`src/inc/freezer_defines.svh`:
```
// constants and timing counts for the batch freezer cycle controller
`ifndef FREEZER_DEFINES_SVH
`define FREEZER_DEFINES_SVH

`define CLK_HZ 25000000
`define TIMEOUT_MIN 35
// product exceeds 32 bits, so the clock rate is widened before multiplying
`define TIMEOUT_CYC (`TIMEOUT_MIN * 60 * longint'(`CLK_HZ))
`define CENTRE_SEC 45
`define CENTRE_CYC (`CENTRE_SEC * `CLK_HZ)
`define EXTRACT_DELAY_SEC 3
`define EXTRACT_DELAY_CYC (`EXTRACT_DELAY_SEC * `CLK_HZ)
`define BEEP_HALF_MS 250
`define BEEP_HALF_CYC (`BEEP_HALF_MS * (`CLK_HZ / 1000))
`define RECIPE_COUNT 24
`define CURRENT_W 12
`define CYCLE_CNT_W 36
`define BEEP_CNT_W 24

`endif

```
`src/inc/freezer_pkg.sv`:
```
// types shared by the batch freezer controller
package freezer_pkg;
    typedef enum logic [1:0] {
        ALARM_NONE,
        ALARM_DOOR,
        ALARM_TIMEOUT
    } alarm_t;
    typedef enum logic [2:0] {
        MODE_IDLE,
        MODE_MENU,
        MODE_AGITATE,
        MODE_EXTRACT,
        MODE_AUTO,
        MODE_TIMED,
        MODE_CENTRE,
        MODE_ALARM
    } mode_t;
endpackage : freezer_pkg

```
`src/freezer_ctrl.sv`:
```
// supervisory cycle controller for the batch freezer
`timescale 1ns/1ps
`include "freezer_defines.svh"
module freezer_ctrl
    import freezer_pkg::*;
#(
    parameter longint TIMEOUT_CYC = `TIMEOUT_CYC,
    parameter longint CENTRE_CYC = `CENTRE_CYC,
    parameter longint EXTRACT_DELAY_CYC = `EXTRACT_DELAY_CYC,
    parameter longint BEEP_HALF_CYC = `BEEP_HALF_CYC
) (
    input wire logic clk_sys,
    input wire logic rst_n,
    input wire logic ce,
    input wire logic btn_agitation,
    input wire logic btn_stop,
    input wire logic btn_menu,
    input wire logic btn_automatic,
    input wire logic btn_timed,
    input wire logic btn_extraction,
    input wire logic door_open,
    input wire logic grid_lifted,
    input wire logic consistency_min_ok,
    input wire logic product_in_centre,
    input wire logic [`CURRENT_W-1:0] motor_current,
    input wire logic [`CURRENT_W-1:0] current_limit,
    output logic agitator_low,
    output logic agitator_high,
    output logic compressor_on,
    output logic menu_active,
    output logic cycle_done,
    output alarm_t alarm_msg,
    output logic beep
);
    ////////////////////////////////////////////////////////////////////////
    // input synchronisers
    localparam int NIN = 10;
    logic [NIN-1:0] raw_in;
    logic [NIN-1:0] lvl;
    logic [NIN-1:0] rise;
    logic [`CURRENT_W-1:0] cur_meta;
    logic [`CURRENT_W-1:0] cur_s;
    logic [`CURRENT_W-1:0] lim_meta;
    logic [`CURRENT_W-1:0] lim_s;

    assign raw_in = {product_in_centre, consistency_min_ok, grid_lifted, door_open,
                     btn_extraction, btn_timed, btn_automatic, btn_menu,
                     btn_stop, btn_agitation};

    button_sync #(.WIDTH(NIN)) u_sync (
        .clk_sys(clk_sys),
        .rst_n(rst_n),
        .ce(ce),
        .raw(raw_in),
        .level(lvl),
        .rise(rise)
    );

    // current is a slow analogue reading, word tearing is tolerated
    always_ff @(posedge clk_sys or negedge rst_n) begin
        if (!rst_n) begin
            cur_meta <= '0;
            cur_s <= '0;
            lim_meta <= '1;
            lim_s <= '1;
        end else if (ce) begin
            cur_meta <= motor_current;
            cur_s <= cur_meta;
            lim_meta <= current_limit;
            lim_s <= lim_meta;
        end
    end

    logic p_agit, p_stop, p_menu, p_auto, p_timed, p_extr;
    logic safety_open, cons_ok, centre;
    assign p_agit = rise[0];
    assign p_stop = rise[1];
    assign p_menu = rise[2];
    assign p_auto = rise[3];
    assign p_timed = rise[4];
    assign p_extr = rise[5];
    assign safety_open = lvl[6] | lvl[7];
    assign cons_ok = lvl[8];
    assign centre = rise[9];

    ////////////////////////////////////////////////////////////////////////
    // mode sequencer
    mode_t mode, next_mode;
    mode_t resume, next_resume;
    alarm_t next_alarm;
    logic [`CYCLE_CNT_W-1:0] batch_cnt, next_batch_cnt;
    logic [`CYCLE_CNT_W-1:0] tmr, next_tmr;
    logic [`BEEP_CNT_W-1:0] beep_cnt, next_beep_cnt;
    logic beep_ph, next_beep_ph;
    logic done, next_done;
    logic batching;
    logic over_limit;

    assign batching = (mode == MODE_AUTO) || (mode == MODE_TIMED) || (mode == MODE_CENTRE);
    assign over_limit = cur_s >= lim_s;

    always_comb begin
        next_mode = mode;
        next_resume = resume;
        next_alarm = alarm_msg;
        next_batch_cnt = batch_cnt;
        next_tmr = tmr;
        next_done = done;
        next_beep_cnt = beep_cnt;
        next_beep_ph = beep_ph;
        if (ce) begin
            if (tmr != '0) begin
                next_tmr = tmr - 1'b1;
            end
            if (batching && !cons_ok) begin
                next_batch_cnt = batch_cnt + 1'b1;
            end
            if (alarm_msg == ALARM_TIMEOUT) begin
                if (beep_cnt >= `BEEP_CNT_W'(BEEP_HALF_CYC - 1)) begin
                    next_beep_cnt = '0;
                    next_beep_ph = ~beep_ph;
                end else begin
                    next_beep_cnt = beep_cnt + 1'b1;
                end
            end
            if (safety_open) begin
                next_mode = MODE_ALARM;
                next_alarm = ALARM_DOOR;
                next_done = 1'b0;
                // door alarm is silent, no beep left stuck high
                next_beep_ph = 1'b0;
                next_beep_cnt = '0;
            end else if (p_stop) begin
                next_mode = MODE_IDLE;
                next_alarm = ALARM_NONE;
                next_done = 1'b0;
                next_beep_ph = 1'b0;
                next_beep_cnt = '0;
            end else if (mode == MODE_ALARM) begin
                next_mode = MODE_ALARM;
            end else if (batching && batch_cnt >= `CYCLE_CNT_W'(TIMEOUT_CYC - 1)) begin
                next_mode = MODE_ALARM;
                next_alarm = ALARM_TIMEOUT;
            end else begin
                unique case (mode)
                    MODE_IDLE, MODE_MENU: begin
                        if (p_agit) begin
                            next_mode = MODE_AGITATE;
                        end else if (p_extr) begin
                            next_mode = MODE_EXTRACT;
                            next_tmr = `CYCLE_CNT_W'(EXTRACT_DELAY_CYC);
                        end else if (p_auto || p_timed) begin
                            next_mode = p_auto ? MODE_AUTO : MODE_TIMED;
                            next_batch_cnt = '0;
                            next_done = 1'b0;
                        end else if (p_menu && mode == MODE_IDLE) begin
                            next_mode = MODE_MENU;
                        end
                    end
                    MODE_AUTO, MODE_TIMED: begin
                        if (p_agit) begin
                            next_mode = MODE_AGITATE;
                        end else if (centre) begin
                            next_resume = mode;
                            next_mode = MODE_CENTRE;
                            next_tmr = `CYCLE_CNT_W'(CENTRE_CYC);
                        end else if (mode == MODE_TIMED && over_limit) begin
                            next_mode = MODE_IDLE;
                            next_done = 1'b1;
                        end
                    end
                    MODE_CENTRE: begin
                        if (p_agit) begin
                            next_mode = MODE_AGITATE;
                        end else if (tmr == `CYCLE_CNT_W'(1)) begin
                            next_mode = resume;
                        end
                    end
                    MODE_EXTRACT: begin
                        if (p_agit) begin
                            next_mode = MODE_AGITATE;
                        end
                    end
                    MODE_AGITATE: begin
                        next_mode = MODE_AGITATE;
                    end
                    MODE_ALARM: begin
                        next_mode = MODE_ALARM;
                    end
                endcase
            end
        end
    end

    // power-on reset always lands in idle, nothing resumes
    always_ff @(posedge clk_sys or negedge rst_n) begin
        if (!rst_n) begin
            mode <= MODE_IDLE;
            resume <= MODE_AUTO;
            alarm_msg <= ALARM_NONE;
            batch_cnt <= '0;
            tmr <= '0;
            done <= 1'b0;
            beep_cnt <= '0;
            beep_ph <= 1'b0;
        end else begin
            mode <= next_mode;
            resume <= next_resume;
            alarm_msg <= next_alarm;
            batch_cnt <= next_batch_cnt;
            tmr <= next_tmr;
            done <= next_done;
            beep_cnt <= next_beep_cnt;
            beep_ph <= next_beep_ph;
        end
    end

    ////////////////////////////////////////////////////////////////////////
    // motor drive registers
    logic next_ag_low, next_ag_high, next_comp;
    always_comb begin
        next_ag_low = 1'b0;
        next_ag_high = 1'b0;
        next_comp = 1'b0;
        unique case (next_mode)
            MODE_AGITATE: next_ag_low = 1'b1;
            MODE_EXTRACT: begin
                next_ag_high = (next_tmr == '0);
                next_ag_low = (next_tmr != '0);
            end
            MODE_AUTO, MODE_TIMED: begin
                next_ag_low = 1'b1;
                next_comp = 1'b1;
            end
            MODE_CENTRE: next_ag_high = 1'b1;
            default: ; // idle, menu and alarm: all motors off
        endcase
    end

    always_ff @(posedge clk_sys or negedge rst_n) begin
        if (!rst_n) begin
            agitator_low <= 1'b0;
            agitator_high <= 1'b0;
            compressor_on <= 1'b0;
        end else if (ce) begin
            agitator_low <= next_ag_low;
            agitator_high <= next_ag_high;
            compressor_on <= next_comp;
        end
    end

    assign menu_active = (mode == MODE_MENU);
    assign cycle_done = done;
    assign beep = beep_ph;
endmodule : freezer_ctrl

```
`src/button_sync.sv`:
```
// two-stage synchroniser and rising-edge pulse for panel and sensor inputs
`timescale 1ns/1ps
module button_sync #(
    parameter int WIDTH = 8
) (
    input wire logic clk_sys,
    input wire logic rst_n,
    input wire logic ce,
    input wire logic [WIDTH-1:0] raw,
    output logic [WIDTH-1:0] level,
    output logic [WIDTH-1:0] rise
);
    logic [WIDTH-1:0] meta;
    logic [WIDTH-1:0] prev;
    logic [WIDTH-1:0] next_meta;
    logic [WIDTH-1:0] next_level;
    logic [WIDTH-1:0] next_prev;

    always_comb begin
        next_meta = meta;
        next_level = level;
        next_prev = prev;
        if (ce) begin
            next_meta = raw;
            next_level = meta;
            next_prev = level;
        end
    end

    always_ff @(posedge clk_sys or negedge rst_n) begin
        if (!rst_n) begin
            meta <= '0;
            level <= '0;
            prev <= '0;
        end else begin
            meta <= next_meta;
            level <= next_level;
            prev <= next_prev;
        end
    end

    // edge only from second stage onward, never the first
    assign rise = level & ~prev;
endmodule : button_sync

```
`config.mk`:
```
export PLATFORM = sky130hd
export DESIGN_NAME = freezer_ctrl
export DESIGN_NICKNAME = d
export VERILOG_FILES = /design/src/inc/freezer_pkg.sv /design/src/freezer_ctrl.sv /design/src/button_sync.sv
export VERILOG_INCLUDE_DIRS = /design/src /design/src/inc
export SDC_FILE = /design/constraint.sdc
export NUM_CORES = 1
export LEC_CHECK = 0
export BUFFER_PORTS_ARGS = -buffer_cell sky130_fd_sc_hd__buf_2
export CORE_MARGIN = 4
export CORE_UTILIZATION = 65
export DETAILED_ROUTE_END_ITERATION = 7
export GPL_ROUTABILITY_DRIVEN = 1
export GPL_TIMING_DRIVEN = 1
export HOLD_SLACK_MARGIN = 0.08
export PLACE_DENSITY = 0.8
export SETUP_SLACK_MARGIN = 0.5
export SYNTH_ARGS = -nofsm -noshare
export SYNTH_HDL_FRONTEND = slang
export SYNTH_SLANG_ARGS = --single-unit
```
`constraint.sdc`:
```
create_clock -name clk_sys -period 10.7 [get_ports clk_sys]
set_clock_uncertainty 0.05 [all_clocks]
set_input_delay 1.07 -clock clk_sys [delete_from_list [all_inputs] [get_ports clk_sys]]
set_output_delay 1.07 -clock clk_sys [all_outputs]
set_load 0.02 [all_outputs]
```
== Yosys cells after proc, flatten, opt, wreduce, memory -nomap -nowiden ==
Cells that the tools add are included.

* Output and inout bits: 8
* Flip-flop bits (word level): 187
* Input bits: 37

* Order comparisons: 3
* Bitwise operators: 9
* Equal/unequal tests: 22
* Mux-type cells: 63
* $add $sub $neg: 3
* Reduce and logical (&&, ||, !) cells: 25

{| class="wikitable"
|+ Operators with widths
! cell !! number
|-
| 36-bit 2-to-1 mux || 19
|-
| 24-bit 2-to-1 mux || 4
|-
| 36-bit one-hot mux with 2 select lines || 1
|-
| 36-bit nonzero test || 2
|-
| 3-bit 2-to-1 mux || 15
|-
| 36-bit by 1-bit adder with 36-bit output, second input constant || 1
|-
| 36-bit by 1-bit == test with 1-bit output, second input constant || 1
|-
| 36-bit greater-or-equal comparator, second input constant || 1
|-
| 36-bit logical NOT || 1
|-
| 36-bit by 1-bit subtractor with 36-bit output, second input constant || 1
|-
| 24-bit by 1-bit adder with 24-bit output, second input constant || 1
|-
| 24-bit by 23-bit greater-or-equal comparator with 1-bit output, second input constant || 1
|-
| 4-bit inequality test, second input constant || 6
|-
| 3-bit == test, second input constant || 7
|-
| 1-bit 2-to-1 mux || 16
|-
| 3-bit one-hot mux with 5 select lines || 1
|-
| 3-bit by 2-bit == test with 1-bit output, second input constant || 4
|-
| 12-bit greater-or-equal comparator || 1
|-
| 10-bit bitwise AND || 1
|-
| 10-bit inverter || 1
|-
| 10-bit AND reduction || 1
|-
| 3-bit nonzero test || 3
|-
| 2-bit 2-to-1 mux || 4
|-
| 8-bit AND reduction || 1
|-
| other kinds (15) || 31
|}

== Logic depth before layout (Yosys ltp) ==
* Depth after elaboration: 16
* Gate-level depth with buffers: 13
* Gate-level depth less buffers: 12

== Hierarchy ==
A second synthesis with hierarchy kept.

* Cell total of the unflattened synthesis: 980
* Area, all modules: 9,867.0 um2

{| class="wikitable"
|+ Modules (own cells, without submodules)
! module !! cells an instance !! area each (um2) !! seq. area each (um2) !! times used
|-
| freezer_ctrl || 907 || 8,569.5 || 3,960.0 || 1
|-
| button_sync || 73 || 1,297.5 || 750.7 || 1
|}

== Worst setup path before layout ==
No wires, ideal clock.

* Path kind: input port to flip-flop
* Start: input port ce
* End: register batch_cnt[32]
* Required time: 10.572 ns
* Stages: 11
* Path buffers: 1
* Library setup time: 0.078 ns
* Slack: 7.319 ns
* Arrival time: 3.254 ns
* Path through: clkinv_1 -> nor3_2 -> nand2_1 -> nor3_1 -> nor2b_1 -> nor2b_1 -> and2_1 -> clkbuf_1 -> nand4_1 -> or3_1 -> a21oi_1

{| class="wikitable"
|+ RTL lines
! what !! line !! RTL
|-
| start, declared || freezer_ctrl.sv:14 || <nowiki>input wire logic ce,</nowiki>
|-
| end signal, assigned || freezer_ctrl.sv:210 || <nowiki>batch_cnt <= next_batch_cnt;</nowiki>
|-
| end, declared || freezer_ctrl.sv:91 || <nowiki>logic [`CYCLE_CNT_W-1:0] batch_cnt, next_batch_cnt;</nowiki>
|}

==> impl_results.html <==
<table>
<tr><th>Metric</th><th>Value</th></tr>
<tr><th colspan="2">Layout</th></tr>
<tr><td>ANT cells</td><td>0</td></tr>
<tr><td>Layout fillers</td><td>1,017</td></tr>
<tr><td>Synthesis-to-layout area growth</td><td>9.109%</td></tr>
<tr><td>Core utilization of the finished layout</td><td>73.68%</td></tr>
<tr><td>Fraction of layout cells with a size suffix above 1</td><td>19.10%</td></tr>
<tr><td>Number of nets at the end of the flow</td><td>1,041</td></tr>
<tr><th colspan="2">Timing</th></tr>
<tr><td>Time the worst path needs with I/O delays and setup</td><td>4.407 ns</td></tr>
<tr><td>Count of endpoints failing hold in the final timing report</td><td>0</td></tr>
<tr><td>Worst Hold Slack</td><td>0.4249 ns</td></tr>
<tr><td>Number of pins exceeding their max-slew limit in the final report</td><td>0</td></tr>
<tr><td>Achievable clock frequency</td><td>226.9 MHz</td></tr>
<tr><td>Slew HR</td><td>29.32%</td></tr>
<tr><td>Final setup violating endpoints</td><td>0</td></tr>
<tr><td>Worst Tran Pin Value</td><td>1.052 ns</td></tr>
<tr><td>Total negative setup slack</td><td>0 ns</td></tr>
<tr><td>Final worst path period share</td><td>41.18%</td></tr>
<tr><td>Final Worst Setup Slack</td><td>6.293 ns</td></tr>
<tr><td>Unrepaired setup endpoints after global routing</td><td>false</td></tr>
<tr><th colspan="2">Clock network</th></tr>
<tr><td>Latest clock arrival within the worst-skew pair</td><td>0.43 ns</td></tr>
<tr><td>Root buffer cell</td><td>sky130_fd_sc_hd__clkbuf_16</td></tr>
<tr><td>Sink Count</td><td>184</td></tr>
<tr><td>Deepest level of the CTS H-tree</td><td>4</td></tr>
<tr><td>CTS tree</td><td>done</td></tr>
<tr><td>Hold Buf Count CTS</td><td>0</td></tr>
<tr><td>Clock-pin slew reported for the worst setup and hold paths after clock tree synthesis</td><td>0.07 ns</td></tr>
<tr><td>Number of post-CTS setup repair buffers</td><td>0</td></tr>
<tr><td>Cells resized by post-CTS repair</td><td>0</td></tr>
<tr><td>Cts bufs inserted</td><td>17</td></tr>
<tr><td>Deepest clock path buffer count</td><td>2</td></tr>
<tr><th colspan="2">GRT</th></tr>
<tr><td>Maximum number of pins on one net before global-route repair</td><td>99</td></tr>
<tr><td>Met1 Track Usage GR</td><td>37.67%</td></tr>
<tr><td>Most utilized layer in the global route result</td><td>met2</td></tr>
<tr><td>Overall routing resource usage</td><td>25.40%</td></tr>
<tr><td>Wire length of the first global-routing pass</td><td>33,900 um</td></tr>
<tr><td>Met3 layer usage reported by global route</td><td>5.276%</td></tr>
<tr><td>Number of global-route vias before repair</td><td>6,787</td></tr>
<tr><td>Antenna violations before repair</td><td>0</td></tr>
<tr><td>Overflow after GRT</td><td>0</td></tr>
<tr><td>Met2 track demand over resource</td><td>38.48%</td></tr>
<tr><th colspan="2">Power</th></tr>
<tr><td>Switching power</td><td>574.4 uW</td></tr>
<tr><td>Maximum vdd drop</td><td>0.1381 mV</td></tr>
<tr><td>Reported leakage power</td><td>0.004572 uW</td></tr>
<tr><td>Clock group share of total power</td><td>31.4%</td></tr>
<tr><td>Power share of the combinational group</td><td>20.6%</td></tr>
<tr><td>Cell-internal power</td><td>1268 uW</td></tr>
<tr><td>Total power density per cell area</td><td>177.4 nW/um2</td></tr>
<tr><td>Switching share of total power</td><td>31.18%</td></tr>
<tr><td>Sequential share of power</td><td>48.0%</td></tr>
<tr><td>Power, Total</td><td>1842 uW</td></tr>
<tr><th colspan="2">Min path</th></tr>
<tr><td>Path category of the worst min-delay check</td><td>register to register</td></tr>
<tr><th colspan="2">Yosys</th></tr>
<tr><td>Share of synthesized registers carrying an async set or reset</td><td>100.0%</td></tr>
<tr><td>Count of unique library cells instantiated by Yosys</td><td>73</td></tr>
<tr><td>Sequential cell area fraction in the yosys report</td><td>48.70%</td></tr>
<tr><td>Primary flip-flop cell chosen by synthesis mapping</td><td>sky130_fd_sc_hd__dfrtp_1</td></tr>
<tr><td>Syn nets</td><td>1,012</td></tr>
<tr><td>Largest family of logic cells by synthesized area</td><td>simple AND/OR/NAND/NOR gates</td></tr>
<tr><td>Count of flip-flops with a built-in enable after synthesis</td><td>0</td></tr>
<tr><td>Fraction of the mapped netlist area in compound gates</td><td>10.13%</td></tr>
<tr><td>Summed instance area of the synthesized netlist</td><td>9519 um2</td></tr>
<tr><td>Mapped Cells</td><td>958</td></tr>
<tr><td>Multiplexer fraction of the synthesized cell area</td><td>7.873%</td></tr>
<tr><td>Number of register bits inferred by synthesis</td><td>184</td></tr>
<tr><td>Post-synthesis share of cell area spent on and, or, nand and nor gates</td><td>21.67%</td></tr>
<tr><td>Avg Cell Area, Syn</td><td>9.936 um2</td></tr>
<tr><td>Synthesis Warnings</td><td>0</td></tr>
<tr><td>Adder and majority cell fraction of the synthesized area</td><td>2.234%</td></tr>
<tr><td>Xor/xnor cell area share of the yosys netlist</td><td>6.441%</td></tr>
<tr><th colspan="2">Route</th></tr>
<tr><td>Post-Route WL</td><td>19,920 um</td></tr>
<tr><td>Drt wl/cell</td><td>16.88 um</td></tr>
<tr><td>Remaining DRCs</td><td>0</td></tr>
<tr><td>Count of vias placed by the detailed router</td><td>7,219</td></tr>
<tr><td>Number of search-and-repair iterations in the first detailed-routing pass</td><td>5</td></tr>
<tr><td>Vias per std cell</td><td>6.118</td></tr>
<tr><td>Number of DRC violations after detailed-routing iteration 0</td><td>729</td></tr>
<tr><td>Antenna Violating Nets Remaining</td><td>0</td></tr>
<tr><th colspan="2">Placed design</th></tr>
<tr><td>Number of buffers inserted by port buffering</td><td>44</td></tr>
<tr><td>Final HPWL from detailed placement</td><td>13,330 um</td></tr>
<tr><td>Placer Congestion</td><td>0.9473</td></tr>
<tr><td>Post-Place Setup Slack</td><td>5.965 ns</td></tr>
<tr><th colspan="2">Worst setup path</th></tr>
<tr><td>Biggest cell delay along the critical path</td><td>0.65 ns</td></tr>
<tr><td>Slowest library cell on the worst path</td><td>sky130_fd_sc_hd__clkinv_1</td></tr>
<tr><td>Critical path endpoint category</td><td>register</td></tr>
<tr><td>Worst Path Required</td><td>11.01 ns</td></tr>
<tr><td>Sort of element at the start of the critical path</td><td>primary input</td></tr>
<tr><td>Cell breakdown of the critical path</td><td>buf_4 &gt; clkinv_1 &gt; nor3_2 &gt; nand2_1 &gt; nor3_1 &gt; nor2b_1 &gt; nor2b_1 &gt; and2_1 &gt; nand4_1 &gt; or3_1 &gt; a21oi_1</td></tr>
<tr><td>Critical path type</td><td>primary input to register</td></tr>
<tr><td>Most frequent cell on the critical path</td><td>sky130_fd_sc_hd__nor2b_1</td></tr>
<tr><td>Maximum fanout count along the critical path</td><td>52</td></tr>
<tr><td>Signal arrival time at the worst endpoint</td><td>4.71 ns</td></tr>
<tr><th colspan="2">Die</th></tr>
<tr><td>Initial Utilization</td><td>67.53%</td></tr>
<tr><td>Placeable core region</td><td>14,100 um2</td></tr>
<tr><td>Height of the die</td><td>129.0 um</td></tr>
<tr><td>Total Die Area</td><td>16,640 um2</td></tr>
<tr><td># rows</td><td>43</td></tr>
<tr><td>Number of I/O pins</td><td>45</td></tr>
<tr><td>Die width</td><td>129.0 um</td></tr>
<tr><th colspan="2">Run</th></tr>
<tr><td>Max-Cap Viols</td><td>0</td></tr>
<tr><th colspan="2">Status</th></tr>
<tr><td>Result of the run</td><td>finished, final reports clean</td></tr>
</table>
-- synthesized netlist by cell type (3+ instances only) --
| cell | number | area [um2] |
|---|---|---|
| sky130_fd_sc_hd__nand2b_1 | 12 | 75.07 |
| sky130_fd_sc_hd__a211oi_1 | 7 | 52.55 |
| sky130_fd_sc_hd__or2_2 | 4 | 25.02 |
| sky130_fd_sc_hd__o31ai_1 | 10 | 75.07 |
| sky130_fd_sc_hd__nand2_1 | 71 | 266.5 |
| sky130_fd_sc_hd__dfstp_2 | 25 | 656.9 |
| sky130_fd_sc_hd__xnor2_1 | 29 | 254.0 |
| sky130_fd_sc_hd__nor3_1 | 34 | 170.2 |
| sky130_fd_sc_hd__nor3_4 | 3 | 48.80 |
| sky130_fd_sc_hd__a31oi_1 | 11 | 68.82 |
| sky130_fd_sc_hd__a21o_1 | 3 | 22.52 |
| sky130_fd_sc_hd__o21ai_0 | 54 | 270.3 |
| sky130_fd_sc_hd__xor2_1 | 41 | 359.1 |
| sky130_fd_sc_hd__mux2_2 | 63 | 709.4 |
| sky130_fd_sc_hd__nand4_1 | 24 | 150.1 |
| sky130_fd_sc_hd__buf_6 | 3 | 33.78 |
| sky130_fd_sc_hd__and4_1 | 4 | 35.03 |
| sky130_fd_sc_hd__or3_1 | 9 | 56.30 |
| sky130_fd_sc_hd__nor4b_1 | 3 | 26.28 |
| sky130_fd_sc_hd__inv_1 | 26 | 97.59 |
| sky130_fd_sc_hd__o211ai_1 | 6 | 45.04 |
| sky130_fd_sc_hd__and3_1 | 17 | 106.4 |
| sky130_fd_sc_hd__nor2_1 | 119 | 446.7 |
| sky130_fd_sc_hd__a21oi_1 | 28 | 140.1 |
| sky130_fd_sc_hd__mux2i_1 | 4 | 40.04 |
| sky130_fd_sc_hd__nand3_1 | 41 | 205.2 |
| sky130_fd_sc_hd__dfrtp_1 | 159 | 3979 |
| sky130_fd_sc_hd__a22o_1 | 4 | 35.03 |
| sky130_fd_sc_hd__ha_1 | 17 | 212.7 |
| sky130_fd_sc_hd__clkbuf_1 | 35 | 131.4 |
| sky130_fd_sc_hd__nor3b_1 | 3 | 22.52 |
| sky130_fd_sc_hd__a22oi_1 | 3 | 22.52 |
| sky130_fd_sc_hd__nor2b_1 | 14 | 87.58 |
| sky130_fd_sc_hd__nor4_1 | 13 | 81.33 |
| sky130_fd_sc_hd__and2_1 | 8 | 50.05 |
| sky130_fd_sc_hd__or4_1 | 7 | 52.55 |
-- kinds of logic after synthesis --
logic type,Yosys count
buf+inv,68
mux,67
compound gates,149
simple gates,403
fa+ha+maj,17
xor+xnor,70
flops,184
-- routing by layer --
metal  wire (um)  vias up
met1        9302     3506
met2        9123      220
li1            -     3456
met4         367        0
met3        1124       37
met5           0        -
-- cell type report --
| cell class | count | area (um2) | area share (%) |
|---|---|---|---|
| tap | 180 | 225.2 | 2.168 |
| clock inverter | 9 | 62.56 | 0.6023 |
| timing repair buffer | 51 | 284.0 | 2.735 |
| clock buffer | 23 | 469.2 | 4.518 |
| inverter | 27 | 101.3 | 0.9758 |
| multi-input combinational | 706 | 4608 | 44.37 |
| sequential | 184 | 4636 | 44.63 |
-- path summary, 6_finish.rpt --
| check | from | to | slack, ns | cells after the start |
|---|---|---|---|---|
| max | ce | batch_cnt[32] | 6.29 | 11 |
| min | beep | beep | 0.42 | 1 |
| max reg2reg | tmr[0] | agitator_low | 6.60 | 12 |
| min reg2reg | beep | beep | 0.42 | 1 |
| max in group asynchronous | rst_n | cur_s[1] | 8.41 | 2 |
| min in group asynchronous | rst_n | tmr[29] | 0.65 | 1 |
-- power groups by stage --
stage | logic [uW] | clock network, uW | registers [uW]
6_report | 379 | 579 | 884
5_1_grt | 429 | 617 | 896
4_1_cts | 377 | 586 | 882
3_5_place_dp | 374 | 0 | 892
3_3_place_gp | 364 | 0 | 889
2_1_floorplan | 291 | 0 | 865
-- critical path: cells and delay by family --
kind	cells	cell delay [ns]
buf+inv	2	1.10
simple gates	8	2.36
compound gates	1	0.14
-- per-stage QoR --
step,cells,area [um2]
after global routing,1180,10390
after global placement,1148,9854
after floorplan,958,9519
after CTS,1180,10390
final,1180,10390
after detailed placement,1148,9854
-- flip-flops by register name, indices dropped and copies added (netlist names) --
name / flops
batch_cnt: 36
tmr: 36
beep_cnt: 24
cur_meta: 12
cur_s: 12
lim_meta: 12
lim_s: 12
u_sync.level: 10
u_sync.meta: 10
u_sync.prev: 7
mode: 3
resume: 3
alarm_msg: 2
agitator_high: 1
agitator_low: 1
beep: 1
compressor_on: 1
cycle_done: 1
-- cells in the final DEF (no fill, tap or decap), drive strengths merged, types with 4 or more instances in the layout --
cell    instances
dfrtp         159
nor2          120
nand2          71
mux2           63
o21ai          55
buf            50
nand3          42
xor2           41
nor3           39
inv            32
xnor2          29
a21oi          28
dfstp          25
nand4          24
clkbuf         24
and3           18
ha             17
nor2b          14
nor4           14
nand2b         12
or3            12
a31oi          11
o31ai          11
or4             9
and2            8
a211oi          7
o211ai          6
mux2i           4
and4            4
or2             4
a22o            4
clkinv          4
Note: power is estimated with default switching activity, not from simulation.
